File: src/rtl/pin_mux_pkg.sv
/*
 * Constants and carrier types for the pin function multiplexer that
 * serves port A bits two to six and port B bit one.
 * Assumes config nibbles, remap and enable bits arrive as plain levels.
 */
// Operation
// - A2 drives timer two channel four output
// - Timer two channel four input from A2
// - A2 open-drain carries controller two TWI clock
// - A2 drives controller two SPI master clock
// - SPI slave clock input taken from A2
// - SPI slave select input taken from A3
// - A3 drives synchronous CPU trace clock
// - A3 timer two channel two in/out
// - A4 analog nibble selects ADC input four
// - A4 drives packet trace frame signal
// - A4 drives CPU trace data bit two
// - A5 analog nibble selects ADC input five
// - A5 drives packet trace data signal
// - Boot strap on A5 sampled around reset
// - A5 drives CPU trace data bit three
// - A6 drives timer one channel three output
// - Timer one channel three input from A6
// - B1 drives controller one SPI slave out
// - B1 drives controller one SPI master out
// - B1 open-drain carries controller one TWI data
// - B1 drives controller one UART transmit
// - B1 drives remapped timer two channel one
package pin_mux_pkg;
    // ------------------------------------------------------------
    // Config nibble codes
    // ------------------------------------------------------------
    localparam logic [3:0] CFG_ANALOG  = 4'h0; // Analog: released, digital input cut on A4, A5 only
    localparam logic [3:0] CFG_GPIO_PP = 4'h1; // GPIO push-pull out
    localparam logic [3:0] CFG_GPIO_OD = 4'h5; // GPIO open-drain out
    localparam logic [3:0] CFG_ALT_PP  = 4'h9; // Alternate push-pull
    localparam logic [3:0] CFG_ALT_OD  = 4'hd; // Alternate open-drain
    // ------------------------------------------------------------
    // Nibble positions inside the config words
    // ------------------------------------------------------------
    localparam int NIB_A2 = 2; // Low config [11:8]
    localparam int NIB_A3 = 3; // Low config [15:12]
    localparam int NIB_A4 = 0; // High config [3:0]
    localparam int NIB_A5 = 1; // High config [7:4]
    localparam int NIB_A6 = 2; // High config [11:8]
    localparam int NIB_B1 = 1; // Port B low config [7:4]
    // ------------------------------------------------------------
    // Remap, role and channel bit positions
    // ------------------------------------------------------------
    localparam int REMAP_CH1 = 4;
    localparam int REMAP_CH2 = 5;
    localparam int REMAP_CH4 = 7;
    localparam int ROLE_MST  = 4; // Set: master, clear: slave
    localparam int CH1 = 0;
    localparam int CH2 = 1;
    localparam int CH3 = 2;
    localparam int CH4 = 3;
    // ------------------------------------------------------------
    // Serial controller modes and pin indices
    // ------------------------------------------------------------
    typedef enum logic [1:0] {
        MODE_OFF  = 2'b00,
        MODE_UART = 2'b01,
        MODE_SPI  = 2'b10,
        MODE_TWI  = 2'b11
    } sc_mode_t;
    localparam int P_A2 = 0;
    localparam int P_A3 = 1;
    localparam int P_A4 = 2;
    localparam int P_A5 = 3;
    localparam int P_A6 = 4;
    localparam int P_B1 = 5;
    localparam int NPINS = 6;
    localparam int SYNC_DEPTH = 3;
    // Drive of one pin: value and active-low output enable
    typedef struct packed {
        logic val;
        logic oe_n;
    } pin_drive_t;
endpackage : pin_mux_pkg

File: src/rtl/pin_function_mux.sv
/*
 * Pin function multiplexer for port A bits two to six and port B bit
 * one, with three-stage input filtering and the boot strap latch.
 * Assumes peripherals and config sit on i_core_clk; pins are async.
 */
`timescale 1ns/100ps
module pin_function_mux
    import pin_mux_pkg::*;
#(
    parameter int SYNC_STAGES = SYNC_DEPTH
) (
    // Clock and reset
    input  wire logic        i_core_clk,
    input  wire logic        i_sys_rst,
    // Pad side
    input  wire logic [5:0]  i_pin_in,
    output logic [5:0]       o_pin_out,
    output logic [5:0]       o_pin_oe_n,
    // Configuration
    input  wire logic [15:0] i_port_a_low_config,
    input  wire logic [15:0] i_port_a_high_config,
    input  wire logic [15:0] i_port_b_low_config,
    input  wire logic [7:0]  i_timer_two_remap_bits,
    input  wire logic [3:0]  i_timer_two_output_enables,
    input  wire logic [3:0]  i_timer_one_output_enables,
    input  wire sc_mode_t    i_ctrl_two_mode_select,
    input  wire logic [7:0]  i_ctrl_two_spi_role,
    input  wire sc_mode_t    i_ctrl_one_mode_select,
    input  wire logic [7:0]  i_ctrl_one_spi_role,
    input  wire logic        i_trace_enable,
    input  wire logic        i_trace_four_wire,
    input  wire logic        i_packet_trace_enable,
    // Peripheral outputs toward pins
    input  wire logic [5:0]  i_gpio_out,
    input  wire logic        i_timer_two_channel_four,
    input  wire logic        i_timer_two_channel_two,
    input  wire logic        i_timer_two_channel_one,
    input  wire logic        i_timer_one_channel_three,
    input  wire logic        i_ctrl_two_twi_clock,
    input  wire logic        i_ctrl_two_spi_clock,
    input  wire logic        i_cpu_trace_clock,
    input  wire logic        i_cpu_trace_bit_two,
    input  wire logic        i_cpu_trace_bit_three,
    input  wire logic        i_packet_trace_frame,
    input  wire logic        i_packet_trace_serial,
    input  wire logic        i_ctrl_one_slave_out,
    input  wire logic        i_ctrl_one_master_out,
    input  wire logic        i_ctrl_one_twi_data,
    input  wire logic        i_ctrl_one_uart_tx,
    // Filtered inputs toward peripherals
    output logic [5:0]       o_gpio_in,
    output logic             o_timer_two_channel_four,
    output logic             o_timer_two_channel_two,
    output logic             o_timer_one_channel_three,
    output logic             o_ctrl_two_spi_clock,
    output logic             o_ctrl_two_slave_select_n,
    output logic             o_ctrl_two_twi_clock,
    output logic             o_ctrl_one_twi_data,
    // Analog and boot
    output logic             o_analog_input_four,
    output logic             o_analog_input_five,
    output logic             o_factory_info_monitor
);
    // ------------------------------------------------------------
    // Elaboration check
    // ------------------------------------------------------------
    // The filter compares stages two and three; other depths differ
    if (SYNC_STAGES != SYNC_DEPTH) begin : g_bad_depth
        $error("SYNC_STAGES must be 3");
    end

    // Pick nibble idx out of a 16-bit config word
    function automatic logic [3:0] nib(input logic [15:0] w,
                                       input int          idx);
        nib = w[idx*4 +: 4];
    endfunction : nib

    // ------------------------------------------------------------
    // Config decode
    // ------------------------------------------------------------
    wire logic [3:0] cfg_a2 = nib(i_port_a_low_config, NIB_A2);
    wire logic [3:0] cfg_a3 = nib(i_port_a_low_config, NIB_A3);
    wire logic [3:0] cfg_a4 = nib(i_port_a_high_config, NIB_A4);
    wire logic [3:0] cfg_a5 = nib(i_port_a_high_config, NIB_A5);
    wire logic [3:0] cfg_a6 = nib(i_port_a_high_config, NIB_A6);
    wire logic [3:0] cfg_b1 = nib(i_port_b_low_config, NIB_B1);
    wire logic [3:0] cfg_all [NPINS] =
        '{cfg_a2, cfg_a3, cfg_a4, cfg_a5, cfg_a6, cfg_b1};

    // Remap and enable shorthands
    wire logic rm1  = i_timer_two_remap_bits[REMAP_CH1];
    wire logic rm2  = i_timer_two_remap_bits[REMAP_CH2];
    wire logic rm4  = i_timer_two_remap_bits[REMAP_CH4];
    wire logic t2e1 = i_timer_two_output_enables[CH1];
    wire logic t2e2 = i_timer_two_output_enables[CH2];
    wire logic t2e4 = i_timer_two_output_enables[CH4];
    wire logic t1e3 = i_timer_one_output_enables[CH3];

    // Serial controller mode decode
    wire logic sc2_spi = (i_ctrl_two_mode_select == MODE_SPI);
    wire logic sc2_twi = (i_ctrl_two_mode_select == MODE_TWI);
    wire logic sc2_mst = i_ctrl_two_spi_role[ROLE_MST];
    wire logic sc2_slv = sc2_spi && !sc2_mst;
    wire logic sc1_spi = (i_ctrl_one_mode_select == MODE_SPI);
    wire logic sc1_twi = (i_ctrl_one_mode_select == MODE_TWI);
    wire logic sc1_uart = (i_ctrl_one_mode_select == MODE_UART);
    wire logic sc1_mst = i_ctrl_one_spi_role[ROLE_MST];

    // ------------------------------------------------------------
    // Function selects per pin
    // ------------------------------------------------------------
    // Port A bit two
    wire logic a2_pp   = (cfg_a2 == CFG_ALT_PP);
    wire logic a2_od   = (cfg_a2 == CFG_ALT_OD);
    wire logic a2_free = !t2e4 || rm4;
    wire logic sel_a2_tim = !rm4 && t2e4 && a2_pp;
    wire logic sel_a2_scl = sc2_twi && a2_od && a2_free;
    wire logic sel_a2_sck = sc2_spi && sc2_mst && a2_pp
                            && a2_free;
    // Port A bit three
    wire logic a3_pp = (cfg_a3 == CFG_ALT_PP);
    wire logic sel_a3_trc = i_trace_enable && a3_pp
                            && (!t2e2 || rm2);
    wire logic sel_a3_tim = !rm2 && t2e2 && a3_pp;
    // Port A bit four
    wire logic a4_pp  = (cfg_a4 == CFG_ALT_PP);
    wire logic an_a4  = (cfg_a4 == CFG_ANALOG);
    wire logic sel_a4_pti = !i_trace_enable && i_packet_trace_enable
                            && a4_pp;
    wire logic sel_a4_trc = i_trace_four_wire && i_trace_enable
                            && a4_pp;
    // Port A bit five
    wire logic a5_pp  = (cfg_a5 == CFG_ALT_PP);
    wire logic an_a5  = (cfg_a5 == CFG_ANALOG);
    wire logic sel_a5_pti = !i_trace_enable && i_packet_trace_enable
                            && a5_pp;
    wire logic sel_a5_trc = i_trace_four_wire && i_trace_enable
                            && a5_pp;
    // Port A bit six
    wire logic sel_a6_tim = t1e3 && (cfg_a6 == CFG_ALT_PP);
    // Port B bit one
    wire logic b1_pp   = (cfg_b1 == CFG_ALT_PP);
    wire logic b1_od   = (cfg_b1 == CFG_ALT_OD);
    wire logic b1_free = !t2e1 || !rm1;
    wire logic sel_b1_so  = sc1_spi && !sc1_mst && b1_pp
                            && b1_free;
    wire logic sel_b1_mo  = sc1_spi && sc1_mst && b1_pp
                            && b1_free;
    wire logic sel_b1_sda = sc1_twi && b1_od && b1_free;
    wire logic sel_b1_tx  = sc1_uart && b1_pp && b1_free;
    wire logic sel_b1_tim = rm1 && t2e1 && b1_pp;

    // ------------------------------------------------------------
    // Plain GPIO drive, used when no function claims the pin
    // ------------------------------------------------------------
    pin_drive_t [5:0] gpio_drv;
    always_comb begin
        for (int k = 0; k < NPINS; k++) begin
            if (cfg_all[k] == CFG_GPIO_PP) begin
                gpio_drv[k] = '{val: i_gpio_out[k], oe_n: 1'b0};
            end else if (cfg_all[k] == CFG_GPIO_OD) begin
                // Open drain: only a low level is driven
                gpio_drv[k] = '{val: 1'b0, oe_n: i_gpio_out[k]};
            end else begin
                // Input, analog or unclaimed alternate: released
                gpio_drv[k] = '{val: 1'b0, oe_n: 1'b1};
            end
        end
    end

    // ------------------------------------------------------------
    // Per-pin drive selection
    // ------------------------------------------------------------
    // Helpers for push-pull and open-drain alternate drives
    function automatic pin_drive_t pp(input logic v);
        pp = '{val: v, oe_n: 1'b0};
    endfunction : pp
    function automatic pin_drive_t od(input logic v);
        od = '{val: 1'b0, oe_n: v};
    endfunction : od

    wire pin_drive_t drv_a2 =
        sel_a2_tim ? pp(i_timer_two_channel_four) :
        sel_a2_scl ? od(i_ctrl_two_twi_clock) :
        sel_a2_sck ? pp(i_ctrl_two_spi_clock) :
        gpio_drv[P_A2];
    wire pin_drive_t drv_a3 =
        sel_a3_trc ? pp(i_cpu_trace_clock) :
        sel_a3_tim ? pp(i_timer_two_channel_two) :
        gpio_drv[P_A3];
    // Four-wire trace wins over packet trace; the two are exclusive
    wire pin_drive_t drv_a4 =
        sel_a4_trc ? pp(i_cpu_trace_bit_two) :
        sel_a4_pti ? pp(i_packet_trace_frame) :
        gpio_drv[P_A4];
    wire pin_drive_t drv_a5 =
        sel_a5_trc ? pp(i_cpu_trace_bit_three) :
        sel_a5_pti ? pp(i_packet_trace_serial) :
        gpio_drv[P_A5];
    wire pin_drive_t drv_a6 =
        sel_a6_tim ? pp(i_timer_one_channel_three) :
        gpio_drv[P_A6];
    wire pin_drive_t drv_b1 =
        sel_b1_tim ? pp(i_timer_two_channel_one) :
        sel_b1_so  ? pp(i_ctrl_one_slave_out) :
        sel_b1_mo  ? pp(i_ctrl_one_master_out) :
        sel_b1_sda ? od(i_ctrl_one_twi_data) :
        sel_b1_tx  ? pp(i_ctrl_one_uart_tx) :
        gpio_drv[P_B1];

    wire pin_drive_t [5:0] drv_next =
        {drv_b1, drv_a6, drv_a5, drv_a4, drv_a3, drv_a2};
    logic [5:0] out_next;
    logic [5:0] oe_n_next;
    always_comb begin
        for (int k = 0; k < NPINS; k++) begin
            out_next[k] = drv_next[k].val;
            oe_n_next[k] = drv_next[k].oe_n;
        end
    end

    // Registered pad drive; released while in reset
    always_ff @(posedge i_core_clk) begin
        if (i_sys_rst) begin
            o_pin_out  <= 6'h00;
            o_pin_oe_n <= 6'h3f;
        end else begin
            o_pin_out  <= out_next;
            o_pin_oe_n <= oe_n_next;
        end
    end

    // ------------------------------------------------------------
    // Input filter: three stages, change taken when 2 and 3 agree
    // ------------------------------------------------------------
    logic [5:0] sync1_reg;
    logic [5:0] sync2_reg;
    logic [5:0] sync3_reg;
    logic [5:0] filt_reg;
    wire logic [5:0] agree = ~(sync2_reg ^ sync3_reg);
    wire logic [5:0] filt_next =
        (sync3_reg & agree) | (filt_reg & ~agree);
    always_ff @(posedge i_core_clk) begin
        sync1_reg <= i_pin_in;
        sync2_reg <= sync1_reg;
        sync3_reg <= sync2_reg;
        if (i_sys_rst) begin
            filt_reg <= 6'h3f; // Idle high, as pull-ups would
        end else begin
            filt_reg <= filt_next;
        end
    end

    // ------------------------------------------------------------
    // Input routing to peripherals
    // ------------------------------------------------------------
    // Analog A4 and A5 feed no digital input, so they read as high
    wire logic [5:0] dig_in = filt_reg |
        {2'b00, an_a5, an_a4, 2'b00};
    always_ff @(posedge i_core_clk) begin
        if (i_sys_rst) begin
            o_gpio_in                 <= 6'h3f;
            o_timer_two_channel_four  <= 1'b0;
            o_timer_two_channel_two   <= 1'b0;
            o_timer_one_channel_three <= 1'b0;
            o_ctrl_two_spi_clock      <= 1'b0;
            o_ctrl_two_slave_select_n <= 1'b1;
            o_ctrl_two_twi_clock      <= 1'b1;
            o_ctrl_one_twi_data       <= 1'b1;
            o_analog_input_four       <= 1'b0;
            o_analog_input_five       <= 1'b0;
        end else begin
            o_gpio_in <= dig_in;
            // Remapped channels take their input from another pin
            o_timer_two_channel_four <=
                !rm4 && dig_in[P_A2];
            o_timer_two_channel_two <=
                !rm2 && dig_in[P_A3];
            o_timer_one_channel_three <= dig_in[P_A6];
            o_ctrl_two_spi_clock <=
                sc2_slv && dig_in[P_A2];
            o_ctrl_two_slave_select_n <=
                !sc2_slv || dig_in[P_A3];
            o_ctrl_two_twi_clock <=
                !sc2_twi || dig_in[P_A2];
            o_ctrl_one_twi_data <=
                !sc1_twi || dig_in[P_B1];
            o_analog_input_four <= an_a4;
            o_analog_input_five <= an_a5;
        end
    end

    // ------------------------------------------------------------
    // Boot strap: sampled through reset and one edge after it
    // ------------------------------------------------------------
    // Frozen afterwards so later use of the pin cannot change it
    logic strap_lock_reg;
    always_ff @(posedge i_core_clk) begin
        if (i_sys_rst) begin
            strap_lock_reg <= 1'b0;
        end else begin
            strap_lock_reg <= 1'b1;
        end
    end
    always_ff @(posedge i_core_clk) begin
        // Filter's next value: filt_reg itself is forced high in reset
        if (!strap_lock_reg) begin
            o_factory_info_monitor <= !filt_next[P_A5];
        end
    end
endmodule : pin_function_mux

File: config.mk
export PLATFORM = sky130hd
export DESIGN_NAME = pin_function_mux
export DESIGN_NICKNAME = d
export VERILOG_FILES = /design/src/rtl/pin_mux_pkg.sv /design/src/rtl/pin_function_mux.sv
export SDC_FILE = /design/constraint.sdc
export NUM_CORES = 1
export LEC_CHECK = 0
export BUFFER_PORTS_ARGS = -buffer_cell sky130_fd_sc_hd__buf_2
export CAP_MARGIN = 0
export CORE_MARGIN = 2
export CORE_UTILIZATION = 43
export CTS_BUF_LIST = sky130_fd_sc_hd__clkbuf_2
export DETAILED_ROUTE_END_ITERATION = 7
export PLACE_DENSITY = 0.87
export SETUP_SLACK_MARGIN = 0.1
export SYNTH_ARGS = -nofsm -noshare
export SYNTH_HDL_FRONTEND = slang
export SYNTH_SLANG_ARGS = --single-unit
File: constraint.sdc
create_clock -name i_core_clk -period 2.3 [get_ports i_core_clk]
set_input_delay 0.23 -clock i_core_clk [delete_from_list [all_inputs] [get_ports i_core_clk]]
set_output_delay 0.23 -clock i_core_clk [all_outputs]
set_load 0.02 [all_outputs]
==> reports/qor.log, run 1 <==
qor: run_status.outcome finished clean
qor: power.p_leak 1.14 nW
qor: setup_path.cp.arrival 1010 ps
qor: yosys.synth_top_family_by_area simple AND/OR/NAND/NOR gates
qor: floorplan.floorplan.io_pins 144
qor: route.route.antenna.remaining_nets 0
qor: timing.timing_worst_slew_pin_value 362 ps
qor: setup_path.cp_data_required_time 2070 ps
qor: route.wl_met1 1.63 mm
qor: yosys.top_cell_type_by_total_area_after_synthesis dfxtp_1
qor: clock_network.cts_buffers 5
qor: route.met3_wirelength 298 µm
qor: route.maxUsedRoutingLayer met4
qor: yosys.yosys.area_share.xor_xnor 0.494%
qor: clock_network.cts.root.buffer_cell clkbuf_2
qor: final_layout.antennaDiodeCount 0
qor: setup_path.crit_chain buf_2
qor: clock_network.clock_tree_buf_depth 2
qor: route.vias_per_cell 4.82
qor: clock_network.worstSkewPairLatency 410 ps
qor: yosys.synth_area_per_cell 10.8 µm²
qor: flow_run.number_of_maximum_capacitance_constraint_violations 0
qor: timing.worst_clock_skew 9.57 ps
qor: global_routing.grt_max_degree 20
qor: yosys.synth_simple_gate_area_share 24.3%
qor: clock_network.clkTransAtPathRegs 240 ps
qor: global_routing.grt_pass1_wl 5.74 mm
qor: route.detail_route.wirelength 4.02 mm
qor: yosys.dominantRegCellSynth dfxtp_1
qor: route.routed-via-count 1596
qor: timing.max_freq 0.808 GHz
qor: yosys.muxShareOfSynthArea 0.565%
qor: timing.fin_tns_setup 0 ps
qor: clock_network.ctsHtreeMaxLevel 2
qor: yosys.synth_top_cell_area_share 58.7%
qor: power.totalPowerFinal 1.63 mW
qor: yosys.synthesis.area 0.00177 mm²
qor: power.vdd_ir_drop_max 364 µV
qor: clock_network.cts.sinks 53
qor: yosys.syn-instance-count 164
qor: placement.gp_routability_congestion 0.786
qor: timing.maxSlewViolCount 0
qor: final_layout.final_core_utilization 63.5%
qor: floorplan.rows 23
qor: final_layout.flow.area_growth_from_synthesis 42.3%
qor: setup_path.end_kind primary output
qor: yosys.postSynthNetCount 280
qor: floorplan.floorplan.initialDensity 44.6%
qor: clock_network.tritoncts built
qor: yosys.synth_seq_cells 53
qor: floorplan.core_area 0.00397 mm²
qor: timing.timing.final.crit_share 53.8%
qor: setup_path.crit_buf_inv 1
qor: setup_path.cp_max_fo 1
qor: route.detail_route.iter0.violations 81
qor: clock_network.cts.repair.resized 0
qor: floorplan.die-height 68.2 µm
qor: setup_path.worst_path_largest_cell_delay 430 ps
qor: setup_path.critical_path_class flop to primary output
qor: global_routing.antenna_found_initial 0
qor: global_routing.grtUsageTotal 16.8%
qor: setup_path.critical_path.top_delay_family flip-flops
qor: placement.hpwl 2.88 mm
qor: route.drc 0
qor: setup_path.worstSetupStartpointType flop
qor: power.power_per_standard_cell_area 647 mW/mm²
qor: final_layout.final_design_area_no_fill 0.00252 mm²
qor: timing.setup_repair_after_global_routing_missed_its_margin false
qor: yosys.count_of_unique_library_cells_instantiated_by_yosys 41
qor: final_layout.num-nets-final 396
qor: yosys.post_synthesis_sequential_area_ratio 60.4%
qor: yosys.yosys-top-cells-area dfxtp_1 59%, nor3b_1 3.8%, a21oi_1 2.8%
qor: timing.final-hold-violation-count 0
qor: floorplan.die-width 68.2 µm
qor: placement.placedInstanceArea 0.00231 mm²
qor: setup_path.slowest_stage edfxtp_1
qor: floorplan.area_of_the_die 0.00465 mm²
qor: yosys.synth_compound_gate_area_share 12.6%
qor: yosys.synth-adder-area-share 0%
qor: timing.final_layout_worst_hold_slack 24.9 ps
qor: worst_hold_path.worst_hold_path_class input port to flop
qor: placement.port_buffers 96
qor: timing.relSlewSlack 75.5%
qor: global_routing.grt_overflow_total 0
qor: yosys.async_s_r_ff_share_synth 0%
qor: route.dr_wl_met2 2.03 mm
qor: final_layout.drive_gt1_share 38.8%
qor: global_routing.vias_in_the_first_global_route 1405
qor: route.wl_per_cell 12.2 µm
qor: route.drt-pass1-iter-count 4
qor: timing.finalSetupViolCount 0
qor: yosys.synth_edf_count 1
qor: yosys.synth.yosys.warnings 0
qor: timing.period_minus_slack 1240 ps
## area by class of cell
cell class,instances,area (µm²)
clock buffer,6,30.0
clock inverter,2,33.8
fill,335,1450
inverter,6,22.5
tap,50,62.6
sequential,53,1070
multi-input combinational,103,672
timing repair buffer,111,631
## tightest hold or removal path, stage by stage
cell	delay, ps
buf_2	80
nor3b_1	40
o21ai_1	70
## timing repair
item | CTS | global route
hold buffers | 14 | 1
hold endpoints to repair | 14 | 1
buffers inserted | 0 | 0
## stage by stage
step           setup slack [ps]  instances
6_report                   1060        331
2_1_floorplan              1070        164
3_3_place_gp                949        308
5_1_grt                    1010        331
3_5_place_dp                932        308
4_1_cts                    1050        330
## metal layers
layer  up-vias  GRT usage, %
li1        821             -
met1       713          17.4
met2        54          30.9
met3         8          4.77
met4         0          8.25
met5         -             0
## kinds of logic after synthesis
group / after synthesis
and+or+nand+nor: 67
DFF: 53
xor gates and xnor gates: 1
buffers and inverters: 8
muxes: 1
AOI/OAI and AO/OA: 34
## path summary, 6_finish.rpt
path | from | slack, ps | to | depth (start not counted)
max | o_factory_info_monitor$_DFFE_PN_ | 1060 | o_factory_info_monitor | 1
min | i_port_a_low_config[9] | 20 | o_pin_oe_n[0]$_SDFF_PP1_ | 3
max reg2reg | flop | 1470 | o_gpio_in[2]$_SDFF_PP1_ | 1
min reg2reg | sync1_reg[4]$_DFF_P_ | 350 | sync2_reg[4]$_DFF_P_ | 0
## cells in the mapped netlist (2+ instances only)
cell type	number
and4bb_1	2
and4b_1	2
nor3b_1	9
a21oi_1	10
clkbuf_1	2
nand2b_1	6
nand3_1	8
o22ai_1	2
inv_1	6
a311oi_1	3
or3_1	3
nor4_1	3
nand2_1	4
and2_1	3
nand3b_1	3
or2_2	2
nor2b_1	5
dfxtp_1	52
nor2_1	10
a21o_1	2
o21ai_0	7
## power by group
group / total (mW) / leakage, nW / switching (mW) / internal, mW
logic: 0.199 / 0.656 / 0.0935 / 0.106
clock network: 0.453 / 0.0406 / 0.267 / 0.185
registers: 0.980 / 0.441 / 0.0160 / 0.964
total: 1.63 / 1.14 / 0.377 / 1.26
## cells in the final DEF, fill, tap and decap left out, types with 5 or more instances in the layout
cell | synthesis | final
nor2b_1 | 5 | 5
nor2_1 | 10 | 10
o21ai_0 | 7 | 7
nand2b_1 | 6 | 6
a21oi_1 | 10 | 10
inv_1 | 6 | 6
nor3b_1 | 9 | 9
buf_2 | 0 | 96
nand3_1 | 8 | 8
dfxtp_1 | 52 | 52
dlygate4sd3_1 | 0 | 15
clkbuf_2 | 0 | 6
(Power assumes the default switching activity.)
==> run 2: changes to the inputs <==
--- a/config.mk
+++ b/config.mk
@@ -8,10 +8,10 @@
 export BUFFER_PORTS_ARGS = -buffer_cell sky130_fd_sc_hd__buf_2
 export CAP_MARGIN = 0
 export CORE_MARGIN = 2
-export CORE_UTILIZATION = 43
+export CORE_UTILIZATION = 36
 export CTS_BUF_LIST = sky130_fd_sc_hd__clkbuf_2
 export DETAILED_ROUTE_END_ITERATION = 7
-export PLACE_DENSITY = 0.87
+export PLACE_DENSITY = 0.78
 export SETUP_SLACK_MARGIN = 0.1
 export SYNTH_ARGS = -nofsm -noshare
 export SYNTH_HDL_FRONTEND = slang
==> constraint.sdc (replaced) <==
create_clock -name i_core_clk -period 1.06 [get_ports i_core_clk]
set_input_delay 0.106 -clock i_core_clk [delete_from_list [all_inputs] [get_ports i_core_clk]]
set_output_delay 0.106 -clock i_core_clk [all_outputs]
set_load 0.02 [all_outputs]
==> reports/qor.log, run 2 (synthesized netlist as in run 1, its figures left out) <==
qor: floorplan.floorplan.initialDensity 37.5% [-7.1 points]
qor: timing.maxSlewViolCount 0 [unchanged]
qor: route.routed-via-count 1799 [+13%]
qor: clock_network.cts.root.buffer_cell clkbuf_2
qor: setup_path.cp.arrival 990 ps [-20 ps]
qor: timing.worst_clock_skew 22.3 ps [+12.7 ps]
qor: placement.port_buffers 96 [unchanged]
qor: route.detail_route.iter0.violations 50 [-38%]
qor: clock_network.clkTransAtPathRegs 240 ps [about the same]
qor: clock_network.tritoncts built
qor: placement.dp_worst_setup_slack -104 ps [-1040 ps]
qor: setup_path.end_kind primary output
qor: floorplan.core_area 0.00472 mm² [+19%]
qor: setup_path.crit_chain buf_6
qor: power.p_leak 1.37 nW [+21%]
qor: global_routing.grtUsageTotal 17.2% [+0.36 points]
qor: timing.final-hold-violation-count 2 [+2]
qor: power.vdd_ir_drop_max 800 µV [+120%]
qor: global_routing.vias_in_the_first_global_route 1756 [+25%]
qor: final_layout.num-nets-final 436 [+10%]
qor: global_routing.antenna_found_initial 0 [unchanged]
qor: final_layout.mostFrequentLayoutCell buf_2
qor: final_layout.drive_gt1_share 47.7% [+8.9 points]
qor: timing.timing_worst_slew_pin_value 333 ps [-29.1 ps]
qor: timing.max_freq 0.911 GHz
qor: floorplan.rows 25 [+8.7%]
qor: final_layout.final_core_utilization 66.4% [+2.9 points]
qor: placement.place.detailed.instances 335 [+8.8%]
qor: floorplan.floorplan.io_pins 144 [unchanged]
qor: setup_path.critical_path.top_delay_family flip-flops
qor: setup_path.cp_max_fo 1 [unchanged]
qor: clock_network.cts_buffers 5 [unchanged]
qor: clock_network.ctsHtreeMaxLevel 2 [unchanged]
qor: floorplan.area_of_the_die 0.00550 mm² [+18%]
qor: setup_path.timing.critical_path.depth 1 [unchanged]
qor: placement.gp_routability_congestion 0.870 [+11%]
qor: setup_path.critical_path_class flop to primary output
qor: run_status.violated_checks negative hold slack, negative setup slack
qor: flow_run.number_of_maximum_capacitance_constraint_violations 0 [unchanged]
qor: route.drc 0 [unchanged]
qor: setup_path.slowest_stage edfxtp_1
qor: timing.post-route-worst-setup-slack -37.6 ps [-1100 ps]
qor: power.power_per_standard_cell_area 1120 mW/mm² [+74%]
qor: run_status.outcome finished, violations left
qor: route.detail_route.wirelength 4.87 mm [+21%]
qor: worst_hold_path.worst_hold_path_class input port to flop
qor: clock_network.cts.sinks 53 [unchanged]
qor: setup_path.cp_data_required_time 950 ps [-1120 ps]
qor: timing.final_layout_worst_hold_slack -25.2 ps [-50.1 ps]
qor: worst_hold_path.timing.hold.worst_path_depth 3 [unchanged]
qor: route.wl_per_cell 12.6 µm [+3.3%]
qor: final_layout.flow.area_growth_from_synthesis 76.9%
qor: final_layout.final_cell_mix 68 x buf_2, 45 x dlygate4sd3_1, 28 x buf_6
qor: setup_path.r2r_cells 2 [+1]
qor: global_routing.grt_overflow_total 0 [unchanged]
qor: timing.timing.final.crit_share 104%
qor: clock_network.worstSkewPairLatency 420 ps [about the same]
qor: final_layout.finish.cell_count_without_fillers 388 [+17%]
qor: timing.relSlewSlack 77.5% [+2.0 points]
qor: route.drt-pass1-iter-count 4 [unchanged]
qor: route.vias_per_cell 4.64 [-3.8%]
qor: route.route.antenna.remaining_nets 0 [unchanged]
qor: timing.period_minus_slack 1100 ps
qor: setup_path.worst_path_largest_cell_delay 440 ps [about the same]
qor: timing.finalSetupViolCount 1 [+1]
qor: global_routing.grt_max_degree 17 [-15%]
qor: timing.setup_repair_after_global_routing_missed_its_margin true
qor: floorplan.die-height 74.2 µm [+8.7%]
qor: setup_path.crit_buf_inv 1 [unchanged]
qor: final_layout.antennaDiodeCount 0 [unchanged]
qor: clock_network.clock_tree_buf_depth 2 [unchanged]
qor: global_routing.grt_pass1_wl 7.10 mm [+24%]
qor: setup_path.worstSetupStartpointType flop
qor: placement.hpwl 2.96 mm [+3.1%]
qor: floorplan.die-width 74.2 µm [+8.7%]
qor: final_layout.layout.filler_cells 348 [+3.9%]
==> run 2: cell count changes in the layout (fill, tap and decap cells not counted), moves of 10 or more <==
cell	previous run	this run
dlygate4sd3_1	15	45
buf_4	0	10
dfxtp_2	0	27
buf_2	96	68
buf_6	0	28
dfxtp_1	52	25
==> run 2: tightest hold or removal path, stage by stage <==
cell,delay [ps]
buf_2,90
or4b_1,100
a311oi_1,80
==> run 2: area by class of cell <==
type | count | area (µm²) | share of cell area (%)
inverters | 6 | 22.5 | 0.718
multi-input cells | 103 | 701 | 22.3
well taps | 67 | 83.8 | 2.67
flip-flops and latches | 53 | 1100 | 35.2
clock buffers | 6 | 30.0 | 0.957
repair buffers | 151 | 1180 | 37.7
clock inverters | 2 | 13.8 | 0.439
==> run 2: final timing paths <==
| kind | from | endpoint | slack, ps |
|---|---|---|---|
| max | o_factory_info_monitor$_DFFE_PN_ | o_factory_info_monitor | -40 |
| min | i_port_a_high_config[7] | o_pin_out[3]$_SDFF_PP0_ | -30 |
| max reg2reg | sync2_reg[3]$_DFF_P_ | o_factory_info_monitor$_DFFE_PN_ | 220 |
| min reg2reg | sync1_reg[3]$_DFF_P_ | sync2_reg[3]$_DFF_P_ | 350 |
==> run 2: metrics by stage <==
| step | TNS, ps | total power [mW] | hold WS, ps | area [µm²] |
|---|---|---|---|---|
| 3_3_place_gp | -165 | 2.57 | 208 | 2400 |
| 2_1_floorplan | 0 | 2.34 | 134 | 1780 |
| 5_1_grt | -847 | 3.70 | -72.1 | 3140 |
| 3_5_place_dp | -224 | 2.58 | 210 | 2400 |
| 6_report | -37.6 | 3.53 | -25.2 | 3140 |
| 4_1_cts | -76.7 | 3.54 | -61.0 | 3100 |
==> run 2: what timing repair did <==
| item | CTS | global route |
|---|---|---|
| setup buffers | 0 | 0 |
| pin swaps | 0 | 2 |
| gates resized for setup | 83 | 6 |
| endpoints found under the hold margin | 26 | 4 |
| endpoints found under the setup margin | 28 | 33 |
| hold buffers | 44 | 1 |
==> run 2: report_power, final <==
group | switching (mW) | internal (mW) | total [mW]
Clock | 0.601 | 0.179 | 0.780
Combinational | 0.239 | 0.368 | 0.608
Sequential | 0.0420 | 2.10 | 2.14
==> run 2: routing by layer <==
layer	share of wire [%]	track usage, %	routed length, µm
met5	0	0	0
met1	36	16.1	1780
met2	57	34.5	2780
met4	2.6	8.08	127
met3	3.8	3.93	186
